## src/seq_pkg.sv

```systemverilog
// constants, register map and state encoding for the buck start/stop sequencer
// assumes a 100 MHz system clock and a byte-wide command port from the bus engine
// Notes on behaviour
// - initialization starts whenever core supply is good, regardless of enable pin
// - initialization lasts about 200 microseconds
// - bus reads and writes accepted only after initialization completes
// - after initialization, enable rising moves sequencer into turn-on delay; code enters it on a high enable level, no rising edge needed
// - turn-on delay from command, limited to 0.05 ms up to 2 ms
// - soft-start ramp follows delay, 1, 2, 4, 8 or 16 ms selectable
// - without prebias ramp target climbs from zero to boot or commanded voltage
// - prebiased start keeps low-side off until first high-side pulse
// - high-side pulses begin once rising reference exceeds divided feedback
// - soft-stop time selectable 0.5, 1, 2 or 4 ms
// - after stop and turn-off delay, keep switching while reference ramps down
// - at 200 mV during soft-stop, stop switching and tri-state the stage
// - soft-stop slope from boot voltage and stop time, not present output
// - setpoint changes slewed at the configured transition rate
// - frequency from strap or command; continuous mode from its own bit
// - low-side stays on while valley current exceeds limit
// - valley clamping sets the valley limit flag in current status
// - current limit never shuts down; undervoltage fault does after its delay
// - restart bit clear: latch drivers off until supply reset or enable toggle
// - restart bit set: hiccup 56 ms then restart, unlimited retries
// - undervoltage detection disabled during soft-start, enabled after it
// - current telemetry is average low-side current over each low-side on-time
// - enable input deglitched; pulses under 0.2 microseconds ignored
// - undervoltage recovery during delay resets the delay timer to zero
package seq_pkg;
  localparam int unsigned CLK_MHZ          = 100;
  localparam int unsigned INIT_TIME_US     = 200;
  localparam int unsigned INIT_CYC         = INIT_TIME_US * CLK_MHZ;
  localparam int unsigned DEGLITCH_NS      = 200;
  localparam int unsigned DEGLITCH_CYC     = (DEGLITCH_NS * CLK_MHZ + 999) / 1000;
  localparam int unsigned US_CYC           = CLK_MHZ;
  localparam int unsigned HICCUP_MS        = 56;
  localparam int unsigned HICCUP_US        = HICCUP_MS * 1000;
  localparam int unsigned TON_MIN_US       = 50;
  localparam int unsigned TON_MAX_US       = 2000;
  localparam int unsigned SS_BASE_US       = 1000;
  localparam int unsigned STOP_BASE_US     = 500;
  localparam int unsigned UV_DELAY_UNIT_US = 1;
  localparam logic [9:0]  STOP_LEVEL_CODE  = 10'h066;  // 200 mV at 1.953 mV steps
  localparam logic [9:0]  BOOT_CODE_DEF    = 10'h0CD;  // reset boot target
  localparam logic [7:0] ADDR_RUN      = 8'h01;
  localparam logic [7:0] ADDR_ONOFF    = 8'h02;
  localparam logic [7:0] ADDR_TON_DLY  = 8'h60;
  localparam logic [7:0] ADDR_SS_TIME  = 8'h61;
  localparam logic [7:0] ADDR_TOFF_DLY = 8'h64;
  localparam logic [7:0] ADDR_STOP_TIM = 8'h65;
  localparam logic [7:0] ADDR_VOUT_CMD = 8'h21;
  localparam logic [7:0] ADDR_SLEW     = 8'h27;
  localparam logic [7:0] ADDR_UV_RESP  = 8'h45;
  localparam logic [7:0] ADDR_FREQ     = 8'h33;
  localparam logic [7:0] ADDR_USERCFG  = 8'hD0;
  localparam logic [7:0] ADDR_CUR_STAT = 8'h7B;
  localparam logic [7:0] ADDR_CUR_TEL  = 8'h8C;
  localparam logic [7:0]  RUN_RST      = 8'h80;
  localparam logic [7:0]  ONOFF_RST    = 8'h17;
  localparam logic [15:0] TON_RST      = 16'h0032;
  localparam logic [15:0] SS_RST       = 16'h0001;
  localparam logic [15:0] TOFF_RST     = 16'h0000;
  localparam logic [15:0] STOP_RST     = 16'h0001;
  localparam logic [15:0] SLEW_RST     = 16'h0001;
  localparam logic [7:0]  UV_RESP_RST  = 8'h08;
  localparam logic [7:0]  FREQ_RST     = 8'h00;
  localparam logic [7:0]  USERCFG_RST  = 8'h00;
  localparam int unsigned RUN_ON_BIT      = 7;
  localparam int unsigned ONOFF_PIN_BIT   = 2;
  localparam int unsigned ONOFF_CMD_BIT   = 3;
  localparam int unsigned UV_RESTART_BIT  = 3;
  localparam int unsigned CONT_MODE_BIT   = 0;
  localparam int unsigned FREQ_CMD_BIT    = 7;
  localparam int unsigned VALLEY_FLAG_BIT = 6;
  typedef enum logic [3:0] {
    ST_OFF     = 4'b0000,
    ST_INIT    = 4'b0001,
    ST_IDLE    = 4'b0011,
    ST_TON     = 4'b0010,
    ST_SS      = 4'b0110,
    ST_RUN     = 4'b0111,
    ST_TOFF    = 4'b0101,
    ST_STOP    = 4'b0100,
    ST_HICCUP  = 4'b1100,
    ST_LATCH   = 4'b1101
  } seq_state_t;
endpackage

```

## src/buck_sequencer.sv

```systemverilog
// start-up, shutdown and overcurrent response sequencer of a buck regulator
// assumes a bus engine presenting byte writes/reads; analog comparators async
module buck_sequencer
  import seq_pkg::*;
(
  input  wire logic       clk_sys_i,
  input  wire logic       reset_n_i,
  input  wire logic       core_supply_good_i,
  input  wire logic       enable_pin_i,
  input  wire logic       valley_over_limit_i,
  input  wire logic       undervoltage_cmp_i,
  input  wire logic       ref_above_fb_i,
  input  wire logic       ls_current_valid_i,
  input  wire logic [9:0] ls_current_i,
  input  wire logic       second_mode_select_strap_i,
  input  wire logic [1:0] strap_freq_i,
  input  wire logic       bus_wr_i,
  input  wire logic       bus_rd_i,
  input  wire logic [7:0] bus_addr_i,
  input  wire logic [7:0] bus_wdata_i,
  input  wire logic       bus_hi_byte_i,
  output logic      [7:0] bus_rdata_o,
  output logic            bus_ready_o,
  output logic            hs_enable_o,
  output logic            ls_enable_o,
  output logic            stage_tristate_o,
  output logic            continuous_mode_o,
  output logic      [1:0] freq_sel_o,
  output logic      [9:0] vref_code_o,
  output logic            init_done_o,
  output logic      [3:0] state_o
);
  typedef struct packed {
    seq_state_t  st;
    logic [2:0]  en_sync;
    logic [2:0]  uv_sync;
    logic [2:0]  vlim_sync;
    logic [2:0]  ref_sync;
    logic [2:0]  pg_sync;
    logic [4:0]  deg_cnt;
    logic        en_flt;
    logic        en_prev;
    logic [14:0] cyc_cnt;
    logic [6:0]  us_cnt;
    logic [15:0] us_tick;
    logic [15:0] uv_cnt;
    logic [19:0] ramp_acc;
    logic [9:0]  vref;
    logic        first_hs;
    logic [7:0]  run_cmd;
    logic [7:0]  onoff;
    logic [15:0] ton;
    logic [15:0] ss;
    logic [15:0] toff;
    logic [15:0] stop;
    logic [15:0] vout_cmd;
    logic [15:0] slew;
    logic [7:0]  uv_resp;
    logic [7:0]  freq;
    logic [7:0]  usercfg;
    logic [7:0]  istat;
    logic [19:0] isum;
    logic [9:0]  iavg;
    logic [9:0]  icnt;
    logic        ls_prev;
    logic [7:0]  rdata;
    logic        ready;
    logic        hs;
    logic        ls;
    logic        tri_st;
    logic        init_done;
  } seq_regs_t;

  seq_regs_t cur_r;
  seq_regs_t cur_nxt;

  logic        en_level;
  logic        on_req;
  logic        uv_q;
  logic        vlim_q;
  logic        ref_q;
  logic [15:0] ton_us;
  logic [15:0] ss_us;
  logic [15:0] stop_us;
  logic [9:0]  target;
  logic [19:0] step;
  logic        us_pulse;

  always_comb begin
    // turn-on delay clamp in microseconds
    ton_us = cur_r.ton;
    if (ton_us < 16'(TON_MIN_US)) begin
      ton_us = 16'(TON_MIN_US);
    end else if (ton_us > 16'(TON_MAX_US)) begin
      ton_us = 16'(TON_MAX_US);
    end
    ss_us   = 16'(SS_BASE_US) << (cur_r.ss[2:0] > 3'd4 ? 3'd4 : cur_r.ss[2:0]);
    stop_us = 16'(STOP_BASE_US) << cur_r.stop[1:0];
    target  = (cur_r.vout_cmd[9:0] != 10'h000) ? cur_r.vout_cmd[9:0] : BOOT_CODE_DEF;
  end

  always_comb begin
    cur_nxt  = cur_r;
    us_pulse = (cur_r.us_cnt == 7'(US_CYC - 1));
    step     = 20'h00000;
    // three-stage synchronizers, second and third must agree
    cur_nxt.en_sync  = {cur_r.en_sync[1:0], enable_pin_i};
    cur_nxt.uv_sync  = {cur_r.uv_sync[1:0], undervoltage_cmp_i};
    cur_nxt.vlim_sync = {cur_r.vlim_sync[1:0], valley_over_limit_i};
    cur_nxt.ref_sync = {cur_r.ref_sync[1:0], ref_above_fb_i};
    cur_nxt.pg_sync  = {cur_r.pg_sync[1:0], core_supply_good_i};
    uv_q  = (cur_r.uv_sync[2] == cur_r.uv_sync[1]) ? cur_r.uv_sync[2] : 1'b0;
    vlim_q = (cur_r.vlim_sync[2] == cur_r.vlim_sync[1]) ? cur_r.vlim_sync[2] : 1'b0;
    ref_q = (cur_r.ref_sync[2] == cur_r.ref_sync[1]) ? cur_r.ref_sync[2] : cur_r.first_hs;
    // enable deglitch
    if (cur_r.en_sync[2] == cur_r.en_sync[1] && cur_r.en_sync[2] != cur_r.en_flt) begin
      // level must hold the full deglitch span before it counts
      if (cur_r.deg_cnt == 5'(DEGLITCH_CYC - 1)) begin
        cur_nxt.en_flt  = cur_r.en_sync[2];
        cur_nxt.deg_cnt = 5'd0;
      end else begin
        cur_nxt.deg_cnt = cur_r.deg_cnt + 5'd1;
      end
    end else begin
      cur_nxt.deg_cnt = 5'd0;
    end
    cur_nxt.en_prev = cur_r.en_flt;
    en_level = cur_r.en_flt;
    on_req   = (!cur_r.onoff[ONOFF_PIN_BIT] || en_level) &&
               (!cur_r.onoff[ONOFF_CMD_BIT] || cur_r.run_cmd[RUN_ON_BIT]);
    // microsecond timebase
    cur_nxt.us_cnt = us_pulse ? 7'd0 : cur_r.us_cnt + 7'd1;
    if (us_pulse) begin
      cur_nxt.us_tick = cur_r.us_tick + 16'd1;
    end
    // bus port, gated until init completes
    cur_nxt.ready = 1'b0;
    cur_nxt.rdata = 8'h00;
    if (cur_r.st != ST_OFF && cur_r.st != ST_INIT && (bus_wr_i || bus_rd_i)) begin
      cur_nxt.ready = 1'b1;
      if (bus_wr_i) begin
        unique case (bus_addr_i)
          ADDR_RUN:      cur_nxt.run_cmd = bus_wdata_i;
          ADDR_ONOFF:    cur_nxt.onoff   = bus_wdata_i;
          ADDR_UV_RESP:  cur_nxt.uv_resp = bus_wdata_i;
          ADDR_FREQ:     cur_nxt.freq    = bus_wdata_i;
          ADDR_USERCFG:  cur_nxt.usercfg = bus_wdata_i;
          ADDR_CUR_STAT: cur_nxt.istat   = cur_r.istat & ~bus_wdata_i;
          ADDR_TON_DLY: begin
            if (bus_hi_byte_i) cur_nxt.ton[15:8] = bus_wdata_i;
            else cur_nxt.ton[7:0] = bus_wdata_i;
          end
          ADDR_SS_TIME: begin
            if (bus_hi_byte_i) cur_nxt.ss[15:8] = bus_wdata_i;
            else cur_nxt.ss[7:0] = bus_wdata_i;
          end
          ADDR_TOFF_DLY: begin
            if (bus_hi_byte_i) cur_nxt.toff[15:8] = bus_wdata_i;
            else cur_nxt.toff[7:0] = bus_wdata_i;
          end
          ADDR_STOP_TIM: begin
            if (bus_hi_byte_i) cur_nxt.stop[15:8] = bus_wdata_i;
            else cur_nxt.stop[7:0] = bus_wdata_i;
          end
          ADDR_VOUT_CMD: begin
            if (bus_hi_byte_i) cur_nxt.vout_cmd[15:8] = bus_wdata_i;
            else cur_nxt.vout_cmd[7:0] = bus_wdata_i;
          end
          ADDR_SLEW: begin
            if (bus_hi_byte_i) cur_nxt.slew[15:8] = bus_wdata_i;
            else cur_nxt.slew[7:0] = bus_wdata_i;
          end
          default: cur_nxt.ready = 1'b1;
        endcase
      end else begin
        unique case (bus_addr_i)
          ADDR_RUN:      cur_nxt.rdata = cur_r.run_cmd;
          ADDR_ONOFF:    cur_nxt.rdata = cur_r.onoff;
          ADDR_UV_RESP:  cur_nxt.rdata = cur_r.uv_resp;
          ADDR_FREQ:     cur_nxt.rdata = cur_r.freq;
          ADDR_USERCFG:  cur_nxt.rdata = cur_r.usercfg;
          ADDR_CUR_STAT: cur_nxt.rdata = cur_r.istat;
          ADDR_CUR_TEL:  cur_nxt.rdata = bus_hi_byte_i ? {6'h00, cur_r.iavg[9:8]}
                                                       : cur_r.iavg[7:0];
          ADDR_TON_DLY:  cur_nxt.rdata = bus_hi_byte_i ? cur_r.ton[15:8] : cur_r.ton[7:0];
          ADDR_SS_TIME:  cur_nxt.rdata = bus_hi_byte_i ? cur_r.ss[15:8] : cur_r.ss[7:0];
          ADDR_TOFF_DLY: cur_nxt.rdata = bus_hi_byte_i ? cur_r.toff[15:8] : cur_r.toff[7:0];
          ADDR_STOP_TIM: cur_nxt.rdata = bus_hi_byte_i ? cur_r.stop[15:8] : cur_r.stop[7:0];
          ADDR_VOUT_CMD: cur_nxt.rdata = bus_hi_byte_i ? cur_r.vout_cmd[15:8]
                                                       : cur_r.vout_cmd[7:0];
          ADDR_SLEW:     cur_nxt.rdata = bus_hi_byte_i ? cur_r.slew[15:8] : cur_r.slew[7:0];
          default:       cur_nxt.rdata = 8'h00;
        endcase
      end
    end
    // valley clamp: low-side held, high-side pushed out
    // flag set wins over a clear in the same cycle
    if (vlim_q && !cur_r.tri_st) begin
      cur_nxt.istat[VALLEY_FLAG_BIT] = 1'b1;
    end
    // average low-side current over each low-side on-time
    // long on-times average their first 1023 samples, sum stays in 20 bits
    if (cur_r.ls && ls_current_valid_i && cur_r.icnt != 10'h3FF) begin
      cur_nxt.isum = cur_r.isum + {10'h000, ls_current_i};
      cur_nxt.icnt = cur_r.icnt + 10'd1;
    end
    if (cur_r.ls_prev && !cur_r.ls) begin
      cur_nxt.iavg = (cur_r.icnt != 10'd0) ? 10'(cur_r.isum / cur_r.icnt)
                                           : cur_r.iavg;
      cur_nxt.isum = 20'h00000;
      cur_nxt.icnt = 10'd0;
    end
    cur_nxt.ls_prev = cur_r.ls;
    // sequencer
    unique case (cur_r.st)
      ST_OFF: begin
        cur_nxt.cyc_cnt = 15'd0;
        if (cur_r.pg_sync[2] && cur_r.pg_sync[1]) begin
          cur_nxt.st = ST_INIT;
        end
      end
      ST_INIT: begin
        cur_nxt.cyc_cnt = cur_r.cyc_cnt + 15'd1;
        if (cur_r.cyc_cnt == 15'(INIT_CYC - 1)) begin
          cur_nxt.st = ST_IDLE;
        end
      end
      ST_IDLE: begin
        cur_nxt.vref = 10'h000;
        if (on_req && (!cur_r.onoff[ONOFF_PIN_BIT] || !cur_r.en_prev || en_level)) begin
          cur_nxt.st      = ST_TON;
          cur_nxt.us_tick = 16'd0;
        end
      end
      ST_TON: begin
        if (!on_req) begin
          cur_nxt.st = ST_TOFF;
          cur_nxt.us_tick = 16'd0;
        end else if (cur_r.us_tick >= ton_us) begin
          cur_nxt.st       = ST_SS;
          cur_nxt.us_tick  = 16'd0;
          cur_nxt.ramp_acc = 20'h00000;
          cur_nxt.first_hs = 1'b0;
        end
      end
      ST_SS: begin
        step = 20'({target, 10'h000} / {4'h0, ss_us});
        if (us_pulse) begin
          cur_nxt.ramp_acc = cur_r.ramp_acc + step;
        end
        cur_nxt.vref = cur_r.ramp_acc[19:10];
        if (ref_q) begin
          cur_nxt.first_hs = 1'b1;
        end
        if (!on_req) begin
          cur_nxt.st = ST_TOFF;
          cur_nxt.us_tick = 16'd0;
        end else if (cur_r.ramp_acc[19:10] >= target) begin
          cur_nxt.st   = ST_RUN;
          cur_nxt.vref = target;
        end
      end
      ST_RUN: begin
        // slew toward new setpoint, slew register in codes per microsecond
        if (us_pulse && cur_r.vref < target) begin
          cur_nxt.vref = (target - cur_r.vref > cur_r.slew[9:0]) ?
                         cur_r.vref + cur_r.slew[9:0] : target;
        end else if (us_pulse && cur_r.vref > target) begin
          cur_nxt.vref = (cur_r.vref - target > cur_r.slew[9:0]) ?
                         cur_r.vref - cur_r.slew[9:0] : target;
        end
        if (uv_q) begin
          if (us_pulse) cur_nxt.uv_cnt = cur_r.uv_cnt + 16'd1;
        end else begin
          cur_nxt.uv_cnt = 16'd0;
        end
        if (!on_req) begin
          cur_nxt.st = ST_TOFF;
          cur_nxt.us_tick = 16'd0;
        end else if (uv_q && cur_r.uv_cnt >= {8'h00, cur_r.uv_resp[2:0], 5'h00}) begin
          // current limit never stops us; only the qualified undervoltage does
          cur_nxt.uv_cnt  = 16'd0;
          cur_nxt.us_tick = 16'd0;
          cur_nxt.st = cur_r.uv_resp[UV_RESTART_BIT] ? ST_HICCUP : ST_LATCH;
        end
      end
      ST_TOFF: begin
        if (cur_r.us_tick >= cur_r.toff) begin
          cur_nxt.st       = ST_STOP;
          cur_nxt.us_tick  = 16'd0;
          cur_nxt.ramp_acc = {cur_r.vref, 10'h000};
        end
      end
      ST_STOP: begin
        // slope from boot level, not present output
        step = 20'({BOOT_CODE_DEF, 10'h000} / {4'h0, stop_us});
        if (us_pulse) begin
          cur_nxt.ramp_acc = (cur_r.ramp_acc > step) ? cur_r.ramp_acc - step : 20'h00000;
        end
        cur_nxt.vref = cur_r.ramp_acc[19:10];
        if (cur_r.ramp_acc[19:10] <= STOP_LEVEL_CODE) begin
          cur_nxt.st   = ST_IDLE;
          cur_nxt.vref = 10'h000;
        end
      end
      ST_HICCUP: begin
        if (cur_r.us_tick >= 16'(HICCUP_US)) begin
          cur_nxt.st      = ST_TON;
          cur_nxt.us_tick = 16'd0;
        end
      end
      ST_LATCH: begin
        if (cur_r.onoff[ONOFF_PIN_BIT] && !en_level) begin
          cur_nxt.st = ST_IDLE;
        end
      end
      default: cur_nxt.st = ST_OFF;
    endcase
    if (!(cur_r.pg_sync[2] && cur_r.pg_sync[1]) && cur_r.pg_sync[2] == cur_r.pg_sync[1]) begin
      cur_nxt.st = ST_OFF;
    end
    // timed states start on a whole microsecond
    if (cur_nxt.st != cur_r.st) begin
      cur_nxt.us_cnt = 7'd0;
    end
    cur_nxt.init_done = (cur_nxt.st != ST_OFF && cur_nxt.st != ST_INIT);
    // power stage drive
    cur_nxt.hs     = 1'b0;
    cur_nxt.ls     = 1'b0;
    cur_nxt.tri_st = 1'b1;
    if (cur_nxt.st == ST_SS || cur_nxt.st == ST_RUN || cur_nxt.st == ST_TOFF ||
        cur_nxt.st == ST_STOP) begin
      cur_nxt.tri_st = 1'b0;
      cur_nxt.hs = (cur_nxt.st != ST_SS || ref_q) && !vlim_q;
      cur_nxt.ls = (cur_nxt.st != ST_SS || cur_nxt.first_hs);
      if (vlim_q) cur_nxt.ls = 1'b1;
    end
  end

  always_ff @(posedge clk_sys_i) begin
    if (!reset_n_i) begin
      cur_r          <= '0;
      cur_r.st       <= ST_OFF;
      cur_r.run_cmd  <= RUN_RST;
      cur_r.onoff    <= ONOFF_RST;
      cur_r.ton      <= TON_RST;
      cur_r.ss       <= SS_RST;
      cur_r.toff     <= TOFF_RST;
      cur_r.stop     <= STOP_RST;
      cur_r.slew     <= SLEW_RST;
      cur_r.uv_resp  <= UV_RESP_RST;
      cur_r.freq     <= FREQ_RST;
      cur_r.usercfg  <= USERCFG_RST;
      cur_r.tri_st   <= 1'b1;
    end else begin
      cur_r <= cur_nxt;
    end
  end

  always_ff @(posedge clk_sys_i) begin
    if (!reset_n_i) begin
      continuous_mode_o <= 1'b0;
      freq_sel_o        <= 2'b00;
    end else begin
      continuous_mode_o <= cur_r.usercfg[CONT_MODE_BIT];
      freq_sel_o        <= cur_r.freq[FREQ_CMD_BIT] ? cur_r.freq[1:0]
                         : (second_mode_select_strap_i ? strap_freq_i : 2'b00);
    end
  end

  assign bus_rdata_o      = cur_r.rdata;
  assign bus_ready_o      = cur_r.ready;
  assign hs_enable_o      = cur_r.hs;
  assign ls_enable_o      = cur_r.ls;
  assign stage_tristate_o = cur_r.tri_st;
  assign vref_code_o      = cur_r.vref;
  assign init_done_o      = cur_r.init_done;
  assign state_o          = cur_r.st;
endmodule

```

## config.mk

```make
export PLATFORM = sky130hd
export DESIGN_NAME = buck_sequencer
export DESIGN_NICKNAME = d
export VERILOG_FILES = /design/src/seq_pkg.sv /design/src/buck_sequencer.sv
export SDC_FILE = /design/constraint.sdc
export NUM_CORES = 2
export LEC_CHECK = 0
export ABC_AREA = 1
export BUFFER_PORTS_ARGS = -buffer_cell sky130_fd_sc_hd__buf_4
export CORE_AREA = 2 2 290 292
export DETAILED_ROUTE_END_ITERATION = 8
export DIE_AREA = 0 0 292 294
export GPL_ROUTABILITY_DRIVEN = 0
export PLACE_DENSITY = 0.58
export SYNTH_ARGS = -nofsm -noshare
export SYNTH_HDL_FRONTEND = slang
export SYNTH_SLANG_ARGS = --single-unit
```

## constraint.sdc

```tcl
create_clock -name clk_sys_i -period 42 [get_ports clk_sys_i]
set_input_delay 4.2 -clock clk_sys_i [delete_from_list [all_inputs] [get_ports clk_sys_i]]
set_output_delay 4.2 -clock clk_sys_i [all_outputs]
set_load 0.01 [all_outputs]
```

==> results.json <==
{
  "status": "completed",
  "r2r_cells": 300,
  "crit_type": "flop to flop",
  "p_per_area_nw_per_um2": 46.2,
  "tightest_slew_ns": 0.925,
  "grt_pass1_wl_um": 156000,
  "netlist_area_um2": 32900,
  "grt_pass1_vias": 29700,
  "numCtsBuffers": 39,
  "ir_drop_uv": 118,
  "yosysSeqAreaShare_pct": 18.9,
  "fill_cells": 8737,
  "wire_per_inst_um": 16.0,
  "final_nets": 5529,
  "htree_levels": 2,
  "synth_ff_type": "dfxtp_1",
  "dieArea_um2": 85800,
  "synth_top_area_share_pct": 18.9,
  "cts_root_buf": "clkbuf_16",
  "num_vias": 32100,
  "fin_ws_ns": 4.55,
  "synth_cell_types": 76,
  "portBuffers": 69,
  "cp-end-kind": "flop",
  "met2_length_um": 45400,
  "cp-start-kind": "flop",
  "slew_viol_final": 0,
  "p_leak_nw": 17.1,
  "cpPeakStageDelay_ns": 0.38,
  "fin_skew_ns": 0.0411,
  "die_h_um": 294,
  "arrival_ns": 37.94,
  "clk_pin_slew_ns": 0.07,
  "antenna_found_initial": 5,
  "worst_slew_margin_rel_pct": 36.7,
  "grt_max_degree": 81,
  "maxUsedRoutingLayer": "met5",
  "core.rowCount": 106,
  "yosysWarningCount": 0,
  "min_path_cells": 2,
  "final_area_um2": 36100,
  "wl_met3_um": 4540,
  "wl_met1_um": 45000,
  "syn2layout_area_growth_pct": 9.91,
  "total_power_w": 0.00167,
  "hold_class": "flop to flop",
  "final_common_cell": "nand2_1",
  "hold_viol": 0,
  "yosys-top-cells-area": "dfxtp_1, ha_1, nand2_1, inv_1, a21oi_1",
  "drv_cap": 0,
  "gr-usage-all-layers_pct": 22.3,
  "dpl.hpwl_um": 76200,
  "mostFrequentLayoutCells": "nand2_1, inv_1, o21ai_0",
  "synthCells": 5003,
  "cp_slowest_cell": "dfxtp_1",
  "max_clock_freq_mhz": 26.7,
  "initial_core_util_pct": 39.6,
  "core-area_um2": 82900,
  "drtIter0Drc": 1847,
  "cts_buffer_depth": 3,
  "syn_avg_cell_area_um2": 6.57,
  "routed_wl_um": 98500,
  "synth_edf_count": 0,
  "clk_latency_ns": 0.59,
  "drtAntennaViolNets": 0,
  "pre_cts_ws_ns": 1.83,
  "via_per_inst": 5.22,
  "drcViolationCount": 0,
  "yosys.area.top_type": "dfxtp_1",
  "cts_tree": "done",
  "cts.sinks": 311,
  "place_area_um2": 34400,
  "setup_violations": 0,
  "dr.pass1.iters": 6,
  "cp_common_cell": "nand2_1",
  "post-route-util_pct": 43.6,
  "critPathMaxFanout": 19,
  "synth_seq_cells": 311,
  "async_flop_share_pct": 0,
  "period_share_pct": 89.2,
  "cp.required_ns": 42.50,
  "ctsHoldBuffers": 0,
  "ioPinCount": 70,
  "drive_gt1_share_pct": 7.91,
  "die_w_um": 292,
  "overflow": 0,
  "finalCriticalPeriod_ns": 37.45
}
-- synthesized netlist by cell type (all sizes together) (6+ instances only) --
library cell / instances
o211ai: 41
xnor2: 91
a221oi: 33
o2111ai: 10
inv: 713
dfxtp: 311
nor3: 71
o22ai: 10
fa: 8
o21a: 14
o21ai: 474
a41oi: 6
nor2: 383
ha: 429
a211oi: 23
a21o: 33
and2: 8
xor2: 172
nor3b: 9
or2: 41
buf: 35
a21oi: 458
a32o: 8
a221o: 7
nand3b: 10
a31oi: 14
nand3: 202
nor4: 25
nand2: 1044
clkinv: 14
clkbuf: 143
o31ai: 19
o221ai: 13
o21bai: 36
nand4: 58
-- state kept, by name, indices dropped and copies added (netlist names), 2 cells and up --
signal,flops
bus_rdata_o,8
freq_sel_o,2
cur_nxt,10
cur_r,270
vref_code_o,10
state_o,4
-- critical path: cells and delay by family, from the launching register on --
family / cells / cell delay [ns]
buffers and inverters: 56 / 4.68
adder cells (fa/ha/maj): 20 / 6.19
AO/OA/AOI/OAI: 77 / 12.16
AND/OR/NAND/NOR: 147 / 13.95
flip-flops: 1 / 0.38
-- through the flow --
| stage | TNS (ns) | hold WS (ns) | cells |
|---|---|---|---|
| 3_3_place_gp | 0 | 0.396 | 6048 |
| 5_1_grt | -0.0511 | 0.443 | 6161 |
| 4_1_cts | 0 | 0.415 | 6117 |
| 6_report | 0 | 0.412 | 6161 |
| 2_1_floorplan | 0 | 0.390 | 5036 |
| 3_5_place_dp | 0 | 0.401 | 6048 |
-- cell families after synthesis --
group                    Yosys count  share of synthesized area [%]
flip-flops                       311                           18.9
AO/OA/AOI/OAI                   1230                           21.5
AND/OR/NAND/NOR                 1854                           25.0
adder cells (fa/ha/maj)          438                           16.9
XOR/XNOR                         263                           7.01
buffers and inverters            905                           10.7
other                              2                         0.0229
-- what timing repair did --
| item | CTS | global route |
|---|---|---|
| buffers inserted | 0 | 41 |
| endpoints found under the setup margin | 0 | 2 |
| resized for setup | 0 | 29 |
-- area by class of cell --
class	instances	area, um2	area share, %
multi-input cells	3822	23400	64.6
flip-flops and latches	311	6230	17.2
inverters	727	2750	7.62
well taps	1080	1350	3.74
repair buffers	151	1130	3.14
clock buffers	52	1070	2.98
clock inverters	17	230	0.637
diodes	1	2.50	0.00693
-- final timing paths --
path                              startpoint      endpoint  slack (ns)
worst max-delay path               cur_r[14]     cur_r[24]        4.55
worst min-delay path            cur_nxt[297]  cur_nxt[298]        0.41
worst max register to register     cur_r[14]     cur_r[24]        4.55
worst min register to register  cur_nxt[297]  cur_nxt[298]        0.41
-- power breakdown --
| group | total (W) | internal, W | switching [W] |
|---|---|---|---|
| clock | 0.000348 | 0.000201 | 0.000147 |
| sequential | 0.000296 | 0.000296 | 0.000000454 |
| combinational | 0.00103 | 0.000401 | 0.000624 |
-- routing by layer --
metal,vias up,global-route usage (%)
met1,14600,28.8
met4,8,7.82
li1,16800,-
met3,188,3.03
met5,-,0
met2,610,38.1
(Power assumes the default switching activity.)
